[src/pcc_pkg.sv]
package pcc_pkg;

  // ---------------------------------------------------------------------------
  // Register map (byte addresses, one aligned 32-bit word each)
  // ---------------------------------------------------------------------------
  localparam logic [3:0] ADDR_MODE      = 4'h0;
  localparam logic [3:0] ADDR_CMP_LOW   = 4'h4;
  localparam logic [3:0] ADDR_CMP_HIGH  = 4'h8;
  localparam logic [3:0] ADDR_CTRL      = 4'hC;

  localparam int unsigned ADDR_W        = 4;
  localparam int unsigned DATA_W        = 32;

  // ---------------------------------------------------------------------------
  // Mode register field positions
  // ---------------------------------------------------------------------------
  localparam int unsigned MODE_IRQ_EN_BIT   = 0;
  localparam int unsigned MODE_MATCH_EN_BIT = 3;
  localparam int unsigned MODE_FALL_EN_BIT  = 4;
  localparam int unsigned MODE_RISE_EN_BIT  = 5;
  localparam int unsigned MODE_CMP_EN_BIT   = 6;

  // ---------------------------------------------------------------------------
  // Counter control register field positions
  // ---------------------------------------------------------------------------
  localparam int unsigned CTRL_EVENT_BIT    = 0;
  localparam int unsigned CTRL_RUN_BIT      = 6;

  // ---------------------------------------------------------------------------
  // Reset values
  // ---------------------------------------------------------------------------
  localparam logic [7:0]  MODE_RESET        = 8'h00;
  localparam logic [7:0]  CMP_RESET         = 8'h00;
  localparam logic [15:0] COUNT_RESET       = 16'h0000;

  // Mode register contents.
  typedef struct packed {
    logic       cmp_en;
    logic       rise_en;
    logic       fall_en;
    logic       match_en;
    logic [1:0] spare;
    logic       irq_en;
  } pcc_mode_s;

  // Avalon-MM slave request.
  typedef struct packed {
    logic [ADDR_W-1:0] address;
    logic              read;
    logic              write;
    logic [DATA_W-1:0] writedata;
  } pcc_bus_req_s;

  // Avalon-MM slave answer.
  typedef struct packed {
    logic [DATA_W-1:0] readdata;
    logic              waitrequest;
  } pcc_bus_rsp_s;

endpackage

[src/pcc_capture_compare.sv]
`timescale 1ns/10ps
module pcc_capture_compare (
  input  wire logic                 i_ref_clk,
  input  wire logic                 i_rst_n,
  input  wire pcc_pkg::pcc_bus_req_s i_bus,
  output logic [pcc_pkg::DATA_W-1:0] o_readdata,
  output logic                      o_waitrequest,
  input  wire logic                 i_module_io_pin,
  output logic                      o_irq,
  output logic [15:0]               o_count
);
  import pcc_pkg::*;

  // ---------------------------------------------------------------------------
  // State
  // ---------------------------------------------------------------------------
  typedef struct packed {
    pcc_mode_s    mode;
    logic [7:0]   cmp_low;
    logic [7:0]   cmp_high;
    logic [15:0]  count;
    logic         run;
    logic         event_flag;
    logic         pin_sync1;
    logic         pin_sync2;
    logic         pin_prev;
    logic         acked;
    logic [DATA_W-1:0] rdata;
    logic         irq;
  } pcc_state_s;

  pcc_state_s state;
  pcc_state_s next_state;

  logic capture_mode;
  logic compare_mode;
  logic rise_seen;
  logic fall_seen;
  logic capture_hit;
  logic match_hit;
  logic access;
  logic wr_go;
  logic rd_go;
  logic [15:0] next_count_val;

  // ---------------------------------------------------------------------------
  // Event detection
  // ---------------------------------------------------------------------------
  always_comb begin
    capture_mode   = state.mode.fall_en | state.mode.rise_en;
    compare_mode   = state.mode.cmp_en & state.mode.match_en;
    rise_seen      = state.pin_sync2 & ~state.pin_prev;
    fall_seen      = ~state.pin_sync2 & state.pin_prev;
    capture_hit    = capture_mode & ((rise_seen & state.mode.rise_en) |
                                     (fall_seen & state.mode.fall_en));
    match_hit      = compare_mode & state.run &
                     (state.count == {state.cmp_high, state.cmp_low});
    next_count_val = state.run ? state.count + 16'h0001 : state.count;
    access         = (i_bus.read | i_bus.write) & ~state.acked;
    // A write lands on the edge at which the master sees waitrequest low.
    wr_go          = i_bus.write & state.acked;
    rd_go          = i_bus.read & ~i_bus.write & ~state.acked;
  end

  // ---------------------------------------------------------------------------
  // Next state
  // ---------------------------------------------------------------------------
  always_comb begin
    next_state           = state;
    next_state.pin_sync1 = i_module_io_pin;
    next_state.pin_sync2 = state.pin_sync1;
    next_state.pin_prev  = state.pin_sync2;
    next_state.count     = next_count_val;
    next_state.acked     = access;
    next_state.rdata     = '0;

    if (rd_go) begin
      unique case (i_bus.address)
        ADDR_MODE:     next_state.rdata = {25'h0000000, state.mode};
        ADDR_CMP_LOW:  next_state.rdata = {24'h000000, state.cmp_low};
        ADDR_CMP_HIGH: next_state.rdata = {24'h000000, state.cmp_high};
        ADDR_CTRL: begin
          next_state.rdata[CTRL_EVENT_BIT] = state.event_flag;
          next_state.rdata[CTRL_RUN_BIT]   = state.run;
        end
        default:       next_state.rdata = '0;
      endcase
    end

    if (wr_go) begin
      unique case (i_bus.address)
        ADDR_MODE: next_state.mode = pcc_mode_s'(i_bus.writedata[6:0]);
        ADDR_CMP_LOW: begin
          next_state.cmp_low     = i_bus.writedata[7:0];
          next_state.mode.cmp_en = 1'b0;
        end
        ADDR_CMP_HIGH: begin
          next_state.cmp_high    = i_bus.writedata[7:0];
          next_state.mode.cmp_en = 1'b1;
        end
        ADDR_CTRL: begin
          next_state.run = i_bus.writedata[CTRL_RUN_BIT];
          if (i_bus.writedata[CTRL_EVENT_BIT]) begin
            next_state.event_flag = 1'b0;
          end
        end
        default: ;
      endcase
    end

    // Capture overrides a same-cycle bus write to the pair.
    if (capture_hit) begin
      next_state.cmp_high = state.count[15:8];
      next_state.cmp_low  = state.count[7:0];
    end

    // Hardware set wins over a same-cycle clear.
    if (capture_hit | match_hit) begin
      next_state.event_flag = 1'b1;
    end

    next_state.irq = next_state.event_flag & next_state.mode.irq_en;
  end

  // ---------------------------------------------------------------------------
  // Registers
  // ---------------------------------------------------------------------------
  always_ff @(posedge i_ref_clk) begin
    if (!i_rst_n) begin
      state       <= '0;
      state.mode  <= pcc_mode_s'(MODE_RESET[6:0]);
      state.cmp_low  <= CMP_RESET;
      state.cmp_high <= CMP_RESET;
      state.count <= COUNT_RESET;
    end else begin
      state <= next_state;
    end
  end

  always_comb begin
    o_readdata    = state.rdata;
    o_waitrequest = ~state.acked;
    o_irq         = state.irq;
    o_count       = state.count;
  end

endmodule // pcc_capture_compare

[config.mk]
export PLATFORM = sky130hd
export DESIGN_NAME = pcc_capture_compare
export DESIGN_NICKNAME = d
export VERILOG_FILES = /design/src/pcc_pkg.sv /design/src/pcc_capture_compare.sv
export SDC_FILE = /design/constraint.sdc
export NUM_CORES = 1
export LEC_CHECK = 0
export BUFFER_PORTS_ARGS = -buffer_cell sky130_fd_sc_hd__clkbuf_2
export CORE_MARGIN = 2
export CORE_UTILIZATION = 30
export CTS_BUF_LIST = sky130_fd_sc_hd__clkbuf_4 sky130_fd_sc_hd__clkbuf_8 sky130_fd_sc_hd__clkbuf_16
export CTS_CLUSTER_DIAMETER = 80
export CTS_CLUSTER_SIZE = 16
export DETAILED_ROUTE_END_ITERATION = 10
export PLACE_DENSITY_LB_ADDON = 0.1
export SLEW_MARGIN = 10
export SYNTH_ARGS = -nofsm -noshare
export SYNTH_HDL_FRONTEND = slang
export SYNTH_SLANG_ARGS = --single-unit
[constraint.sdc]
create_clock -name i_ref_clk -period 1.6 [get_ports i_ref_clk]
set_input_delay 0.24 -clock i_ref_clk [delete_from_list [all_inputs] [get_ports i_ref_clk]]
set_output_delay 0.24 -clock i_ref_clk [all_outputs]
set_load 0.005 [all_outputs]
==> results of run 1 <==
-- cell usage after synthesis (2+ instances only) --
master | count | share of area (%)
nand3b_1 | 2 | 0.51
xor2_1 | 23 | 6.9
a21oi_1 | 20 | 3.4
inv_1 | 3 | 0.39
nor3_1 | 4 | 0.69
o21ai_0 | 14 | 2.4
mux2i_1 | 20 | 6.9
o2bb2ai_1 | 2 | 0.60
mux4_2 | 2 | 1.5
nor2_1 | 38 | 4.9
or3_1 | 5 | 1.1
clkbuf_1 | 9 | 1.2
nand3_1 | 15 | 2.6
and3_1 | 2 | 0.43
dfxtp_1 | 54 | 37
xnor2_1 | 3 | 0.90
nor2b_1 | 3 | 0.64
and2_1 | 3 | 0.64
buf_4 | 50 | 13
buf_2 | 7 | 1.2
nor4_1 | 4 | 0.86
a311oi_1 | 8 | 2.4
nand4_1 | 5 | 1.1
nand2_1 | 18 | 2.3
-- worst paths after layout --
path | start | to | slack (ns) | cells after the start
min reg2reg | next_state[35]$_SDFF_PN0_ | next_state[34]$_SDFF_PN0_ | 0.44 | 1
max | o_count[1]$_SDFFE_PN0P_ | o_count[12]$_SDFFE_PN0P_ | 0.09 | 5
max reg2reg | o_count[1]$_SDFFE_PN0P_ | o_count[12]$_SDFFE_PN0P_ | 0.09 | 5
min | i_module_io_pin | next_state[35]$_SDFF_PN0_ | 0.13 | 2
-- power by group --
group          switching [W]  leakage (nW)  total, W  internal (W)
registers         0.00000751         0.439   0.00136       0.00135
clock network       0.000467        0.0714   0.00114      0.000668
logic              0.0000977         0.991  0.000155     0.0000571
total               0.000573          1.50   0.00265       0.00207
-- what timing repair did --
action / in CTS / in global routing
setup buffers: 0 / 1
endpoints found under the setup margin: 2 / 17
resized for setup: 1 / 11
pin swaps: 0 / 1
-- routing by layer --
metal	part of all wire, %	GRT usage, %
met4	0.92	3.49
met3	2.9	2.44
met2	47	24.2
met1	49	20.6
met5	0	0
-- kinds of logic after synthesis --
kind of cell	count (synthesis)	share of synthesized area, %
and+or+nand+nor	111	19.8
buffers and inverters	70	15.7
DFF	54	37.0
AOI/OAI and AO/OA	50	10.7
xor gates and xnor gates	26	7.80
muxes	22	8.40
adders and majority gates	1	0.429
other	1	0.128
-- cell type report --
type / instances / area (sq um)
clock buffer: 6 / 82.6
clock inverter: 2 / 60.1
fill: 1016 / 6200
inverter: 3 / 11.3
multi-input combinational: 234 / 1490
sequential: 54 / 1090
tap: 133 / 166
timing repair buffer: 77 / 485
-- flip-flops by register name, indices dropped and copies added (netlist names) --
name / count
state: 27
o_count: 16
o_readdata: 8
next_state: 2
o_irq: 1
-- critical path, delay by kind of cell, from the launching register on --
family / cells / cell delay, ns
adder cells (fa/ha/maj): 1 / 0.18
AO/OA/AOI/OAI: 1 / 0.14
AND/OR/NAND/NOR: 3 / 0.76
flip-flops: 1 / 0.38
-- stage by stage --
| step | hold WS (ns) | total power (W) | area [sq um] |
|---|---|---|---|
| global route | 0.150 | 0.00276 | 3390 |
| floorplan | 0.367 | 0.00151 | 3010 |
| global placement | 0.423 | 0.00154 | 3200 |
| CTS | 0.128 | 0.00268 | 3350 |
| finish | 0.134 | 0.00265 | 3390 |
| detailed placement | 0.423 | 0.00154 | 3200 |
==> results.toml, run 1 <==
[critical_path]
worstPathArrival_ns = 1.76
max_stage_delay_ns = 0.38
critPathKind = "flip-flop to flip-flop"
critPathLaunchType = "flip-flop"
cp_cell_sequence = "ha_2, nand4_2, or2_4, or3_1, a21oi_1"
end_kind = "flip-flop"
slowest_stage = "dfxtp_4"
crit_required_ns = 1.85
crit_fanout = 5

[clock_tree]
cts_max_path_buffers = 2
cts_tree = "built"
clock_latency_ns = 0.31
cts_root_buf = "clkbuf_8"
cts_num_sinks = 54
numCtsBuffers = 5
h-tree-depth = 2
clk_pin_slew_ns = 0.10
hold_buffers = 0

[timing]
setup_viol = 0
drv_slew = 0
fin_ws_ns = 0.0877
fin_crit_sh_pct = 94.5
hold_viol_final = 0
rsz0062_at_grt = "true"
worst_clock_skew_ns = 0.00697
fin_crit_ns = 1.51
max_freq_mhz = 661
tns_ns = 0

[die]
die_y_um = 103
pin_count = 91
core_sq_mm = 0.00959
die_x_um = 103
start_util_pct = 30.4
die_area_sq_mm = 0.0105
rows = 36

[logic_synthesis]
synth_ff_type = "dfxtp_1"
yosys_register_bits = 54
syn_avg_cell_area_sq_um = 8.71
synth_area_sq_mm = 0.00292
synthArstFlopShare_pct = 0
syn_inst = 335
yosysUniqueCellTypes = 45
synth-edff-count = 0
synth_seq_area_share_pct = 37.0
ys.warnings.count = 0

[detailed_routing]
vias = 2306
firstDrtPassIters = 4
wl_per_cell_um = 14.8
drt-vias-per-instance = 4.53
wirelength_um = 7540
drc = 0
drt-initial-drc-count = 90
drtAntennaViolNets = 0

[global_route]
gr-total-overflow = 0
grt_pass1_wl_um = 12000
grt_max_degree = 28
grt_pass1_vias = 2252
track_usage_pct = 14.9
antenna_found_initial = 0

[status]
status = "finished clean"

[finish]
drive_gt1_share_pct = 27.7
nets = 417
diodes = 0
final_cells = 509
finish.utilization_pct = 35.3
area_delta_synth_final_pct = 16.1
mostFrequentLayoutCell = "dfxtp_1"
final_cell_mix = "dfxtp_1, clkbuf_2, nor2_1"

[power_and_ir_drop]
p_leak_nw = 1.50
peakVddDrop_mv = 0.303
power_density_mw_per_mm2 = 781

[job]
drv_cap = 0

[placement]
placed_cells = 500
port_buffers = 42
dpl_worst_slack_ns = -0.00213
post-dp-hpwl_um = 5670
place_congestion = 0.763

[min_path]
hold_path.class = "input pin to flip-flop"
Note: power is estimated with default switching activity, not from simulation.
==> inputs of run 2 (changes only) <==
CORE_UTILIZATION = 46   (was 30)
==> run 2 against run 1 <==
Die area shrank 34%; combinational power is essentially flat; clock skew rose by 0.0039 ns; count of clock-buffer cells in the layout grew 1; critical endpoint unchanged; largest power group unchanged; worst setup slack lost 0.021 ns.
==> results.toml, run 2 (synthesis results as in run 1) <==
[status]
status = "finished clean"

[finish]
largest_register_ffs = 27
final_cell_mix = "dfxtp_1, clkbuf_2, nor2_1"
nFillCells = 611
drive_gt1_share_pct = 26.2
final_cell_area_sq_mm = 0.00327
area_delta_synth_final_pct = 12.0
mostFrequentLayoutCell = "dfxtp_1"
nets = 415
top_register = "state"
diodes = 0

[detailed_routing]
wl_per_cell_um = 14.6
drt-vias-per-instance = 5.04
wirelength_um = 6590
drc = 0
vias = 2272
firstDrtPassIters = 4
drtAntennaViolNets = 0
drt-initial-drc-count = 132

[die]
start_util_pct = 46.8
rows = 29
die_x_um = 83.7
die_area_sq_mm = 0.00700
core_sq_mm = 0.00624
pin_count = 91
die_y_um = 83.7

[critical_path]
critPathKind = "flip-flop to flip-flop"
worstPathArrival_ns = 1.77
max_stage_delay_ns = 0.37
end_kind = "flip-flop"
slowest_stage = "dfxtp_4"
crit_required_ns = 1.84
crit_fanout = 5
cp_cell_sequence = "ha_1, nand4_2, or2_4, or3_1, a21oi_1"
critPathLaunchType = "flip-flop"

[global_route]
track_usage_pct = 18.9
grt_pass1_wl_um = 10600
antenna_found_initial = 0
gr-total-overflow = 0
grt_max_degree = 33
grt_pass1_vias = 2044

[timing]
fin_crit_sh_pct = 95.9
worst_clock_skew_ns = 0.0108
tns_ns = 0
hold_viol_final = 0
drv_slew = 0
max_freq_mhz = 652
rsz0062_at_grt = "false"
fin_crit_ns = 1.53
setup_viol = 0

[clock_tree]
hold_buffers = 0
h-tree-depth = 2
cts_root_buf = "clkbuf_8"
postCtsSetupBuffers = 0
clk_pin_slew_ns = 0.10
cts_num_sinks = 54
numCtsBuffers = 5
cts_tree = "built"
cts_max_path_buffers = 2
clock_latency_ns = 0.31

[power_and_ir_drop]
power_density_mw_per_mm2 = 751
p_sw_w = 0.000542
seqPwrFrac_pct = 55.3
swShare_pct = 22.1
intPower_w = 0.00191
clockPowerShare_pct = 38.5
power_frac_comb_pct = 6.2
peakVddDrop_mv = 0.467
p_leak_nw = 1.48

[placement]
place_congestion = 0.786
port_buffers = 42
post-dp-hpwl_um = 4920
dpl-instance-area_sq_mm = 0.00312

[min_path]
hold_path.class = "input pin to flip-flop"

[job]
drv_cap = 0
## run 2: cell types whose count changed in the layout (fill, tap and decap cells not counted), sizes merged
cell	change
clkbuf	+1
bufinv	-1
buf	-2
## run 2: final timing paths
check                                          startpoint                   endpoint  slack, ns  cells past startpoint
worst min register to register  next_state[35]$_SDFF_PN0_  next_state[34]$_SDFF_PN0_       0.44                      1
worst max register to register    o_count[0]$_SDFFE_PN0P_   o_count[12]$_SDFFE_PN0P_       0.07                      5
worst min-delay path                      i_module_io_pin  next_state[35]$_SDFF_PN0_       0.14                      2
worst max-delay path              o_count[0]$_SDFFE_PN0P_   o_count[12]$_SDFFE_PN0P_       0.07                      5
## run 2: timing repair
item | CTS | global route
pin swaps | 0 | 0
setup endpoints to repair | 1 | 16
gates resized for setup | 1 | 5
## run 2: metal layers
metal	track usage, %	vias up	share of wire, %
met5	0	-	0
met4	4.84	0	0.61
met3	4.75	4	5.2
met2	29.3	55	47
met1	26.4	1052	47
li1	-	1161	-
## run 2: final cells by class
type / instances / area (sq um) / share of cell area [%]
clock buffers: 7 / 83.8 / 2.56
clock inverters: 1 / 30.0 / 0.918
inverters: 3 / 11.3 / 0.344
multi-input cells: 234 / 1490 / 45.6
flip-flops and latches: 54 / 1090 / 33.2
well taps: 77 / 96.3 / 2.95
repair buffers: 75 / 470 / 14.4
## run 2: critical path: cells and delay by family (launching register included)
family / cells / cell delay (ns)
and+or+nand+nor: 3 / 0.76
adders and majority gates: 1 / 0.18
AOI/OAI and AO/OA: 1 / 0.15
DFF: 1 / 0.37
## run 2: power by group through the flow
| stage | Combinational [W] | Clock (W) | Sequential (W) |
|---|---|---|---|
| after detailed placement | 0.000148 | 0 | 0.00139 |
| final | 0.000153 | 0.000944 | 0.00136 |
| after global routing | 0.000168 | 0.00102 | 0.00136 |
| after global placement | 0.000148 | 0 | 0.00139 |
| after floorplan | 0.000121 | 0 | 0.00139 |
| after CTS | 0.000149 | 0.000964 | 0.00136 |
## run 2: stage by stage
stage,cells,total power (W),setup WS (ns),hold slack [ns],utilization [%]
finish,451,0.00245,0.0662,0.140,52.4
floorplan,358,0.00151,0.0238,0.367,-
global route,451,0.00255,0.00884,0.147,52.4
detailed placement,443,0.00154,0.0124,0.417,50.1
global placement,443,0.00154,0.00942,0.419,50.1
CTS,451,0.00247,0.0171,0.134,51.9
==> inputs of run 3 (changes only) <==
CORE_ASPECT_RATIO = 1.2   (was not set)
==> run 3 against run 2 <==
Sequential share of layout area decreased by 0.089 points; count of clock-buffer cells in the layout decreased by 1; worst hold slack got worse by 0.0078 ns; critical path depth decreased by 1; first-iteration DRC count decreased by 31%; worst setup slack improved by 0.0018 ns; clock power decreased by 1%; register-to-register slack about the same; via count increased by 3.1%; non-clock buffer count increased by 1; flip-flop and latch count unchanged; critical path type unchanged; critical endpoint is now o_count[15]$_SDFFE_PN0P_.
==> results.toml, run 3 (synthesis results as in run 1) <==
[detailed_routing]
drt-vias-per-instance = 5.12
wirelength_um = 6590
wl_per_cell_um = 14.4
firstDrtPassIters = 4
drtAntennaViolNets = 0
drt-initial-drc-count = 91
vias = 2342
drc = 0

[finish]
area_delta_synth_final_pct = 12.0
nFillCells = 616
diodes = 0
final_cells = 457
top_register = "state"
largest_register_ffs = 27
drive_gt1_share_pct = 25.9
final_cell_area_sq_mm = 0.00327
nets = 416
final_cell_mix = "dfxtp_1, clkbuf_2, nor2_1"
mostFrequentLayoutCell = "dfxtp_1"

[power_and_ir_drop]
p_sw_w = 0.000548
intPower_w = 0.00190
power_frac_comb_pct = 6.2
seqPwrFrac_pct = 55.7
swShare_pct = 22.4
clockPowerShare_pct = 38.2
p_leak_nw = 1.48
power_density_mw_per_mm2 = 747
peakVddDrop_mv = 0.443

[placement]
dpl-instance-area_sq_mm = 0.00314
place_congestion = 0.803
placed_cells = 449
post-dp-hpwl_um = 5040
port_buffers = 42
dpl_worst_slack_ns = 0.0297

[global_route]
grt_max_degree = 34
grt_pass1_vias = 2228
antenna_found_initial = 0
track_usage_pct = 19.4
grt_pass1_wl_um = 10800
gr-total-overflow = 0

[die]
rows = 31
die_x_um = 76.7
die_area_sq_mm = 0.00700
start_util_pct = 47.9
core_sq_mm = 0.00609
pin_count = 91
die_y_um = 91.3

[min_path]
hold_path.class = "input pin to flip-flop"

[clock_tree]
postCtsSetupBuffers = 0
cts_root_buf = "clkbuf_8"
cts_num_sinks = 54
cts_max_path_buffers = 2
clk_pin_slew_ns = 0.10
cts_tree = "built"
numCtsBuffers = 5
clock_latency_ns = 0.31
h-tree-depth = 2
hold_buffers = 0

[timing]
max_freq_mhz = 653
tns_ns = 0
worst_clock_skew_ns = 0.0123
drv_slew = 0
hold_viol_final = 0
fin_crit_sh_pct = 95.8
fin_ws_ns = 0.0680
fin_crit_ns = 1.53
setup_viol = 0
hold_slack_ns = 0.132
rsz0062_at_grt = "true"

[critical_path]
reg2regPathDepth = 4
end_kind = "flip-flop"
rr_startpoint = "state[38]$_SDFFE_PN0P_"
cp-startpoint = "state[38]$_SDFFE_PN0P_"
worstPathArrival_ns = 1.77
rrSetupSlack_ns = 0.07
r2r-end = "o_count[15]$_SDFFE_PN0P_"
crit_end = "o_count[15]$_SDFFE_PN0P_"
crit_fanout = 6
crit_required_ns = 1.84
critPathLaunchType = "flip-flop"
critPathKind = "flip-flop to flip-flop"

[status]
status = "finished clean"

[job]
drv_cap = 0
[run 3: layout make-up]
| class | instances | area, sq um | area share (%) |
|---|---|---|---|
| multi-input cells | 234 | 1480 | 45.3 |
| inverters | 3 | 11.3 | 0.344 |
| flip-flops and latches | 54 | 1080 | 33.1 |
| clock inverters | 2 | 37.5 | 1.15 |
| clock buffers | 6 | 76.3 | 2.33 |
| well taps | 82 | 103 | 3.14 |
| repair buffers | 76 | 478 | 14.6 |
[run 3: worst min-delay path by stage]
stage	startpoint	endpoint	slack [ns]	cells after the start
2_1_floorplan	i_module_io_pin	next_state[35]$_SDFF_PN0_	0.37	1
3_3_place_gp	next_state[35]$_SDFF_PN0_	next_state[34]$_SDFF_PN0_	0.42	1
3_5_place_dp	next_state[35]$_SDFF_PN0_	next_state[34]$_SDFF_PN0_	0.43	1
4_1_cts	i_module_io_pin	next_state[35]$_SDFF_PN0_	0.13	2
5_1_grt	i_module_io_pin	next_state[35]$_SDFF_PN0_	0.13	2
6_report	i_module_io_pin	next_state[35]$_SDFF_PN0_	0.13	2
[run 3: per-stage QoR]
stage / total power (W) / util, %
after CTS: 0.00246 / 53.4
final: 0.00244 / 53.7
after detailed placement: 0.00154 / 51.5
after global routing: 0.00254 / 53.7
after global placement: 0.00154 / 51.5
after floorplan: 0.00151 / -
[run 3: routing by layer]
metal / vias to the layer above / global-route usage (%) / share of wire, %
met5: - / 0 / 0
li1: 1165 / - / -
met1: 1106 / 24.3 / 43
met3: 9 / 3.58 / 5.1
met2: 62 / 33.2 / 50
met4: 0 / 6.82 / 1.5
[run 3: what timing repair did]
action	CTS	global route
setup endpoints to repair	0	14
hold endpoints to repair	0	0
resized for setup	0	3
[run 3: worst max-delay path, cell delays in order (launching register included)]
cell,delay [ns]
dfxtp_1,0.47
and3_4,0.27
nand3_4,0.10
or4_1,0.48
a21oi_1,0.14
[run 3: power by group through the flow]
stage                     clock (W)  sequential [W]  combinational, W
after detailed placement          0         0.00139          0.000147
final                      0.000932         0.00136          0.000151
after CTS                  0.000955         0.00136          0.000148
after floorplan                   0         0.00139          0.000121
after global placement            0         0.00139          0.000147
after global routing        0.00101         0.00136          0.000168
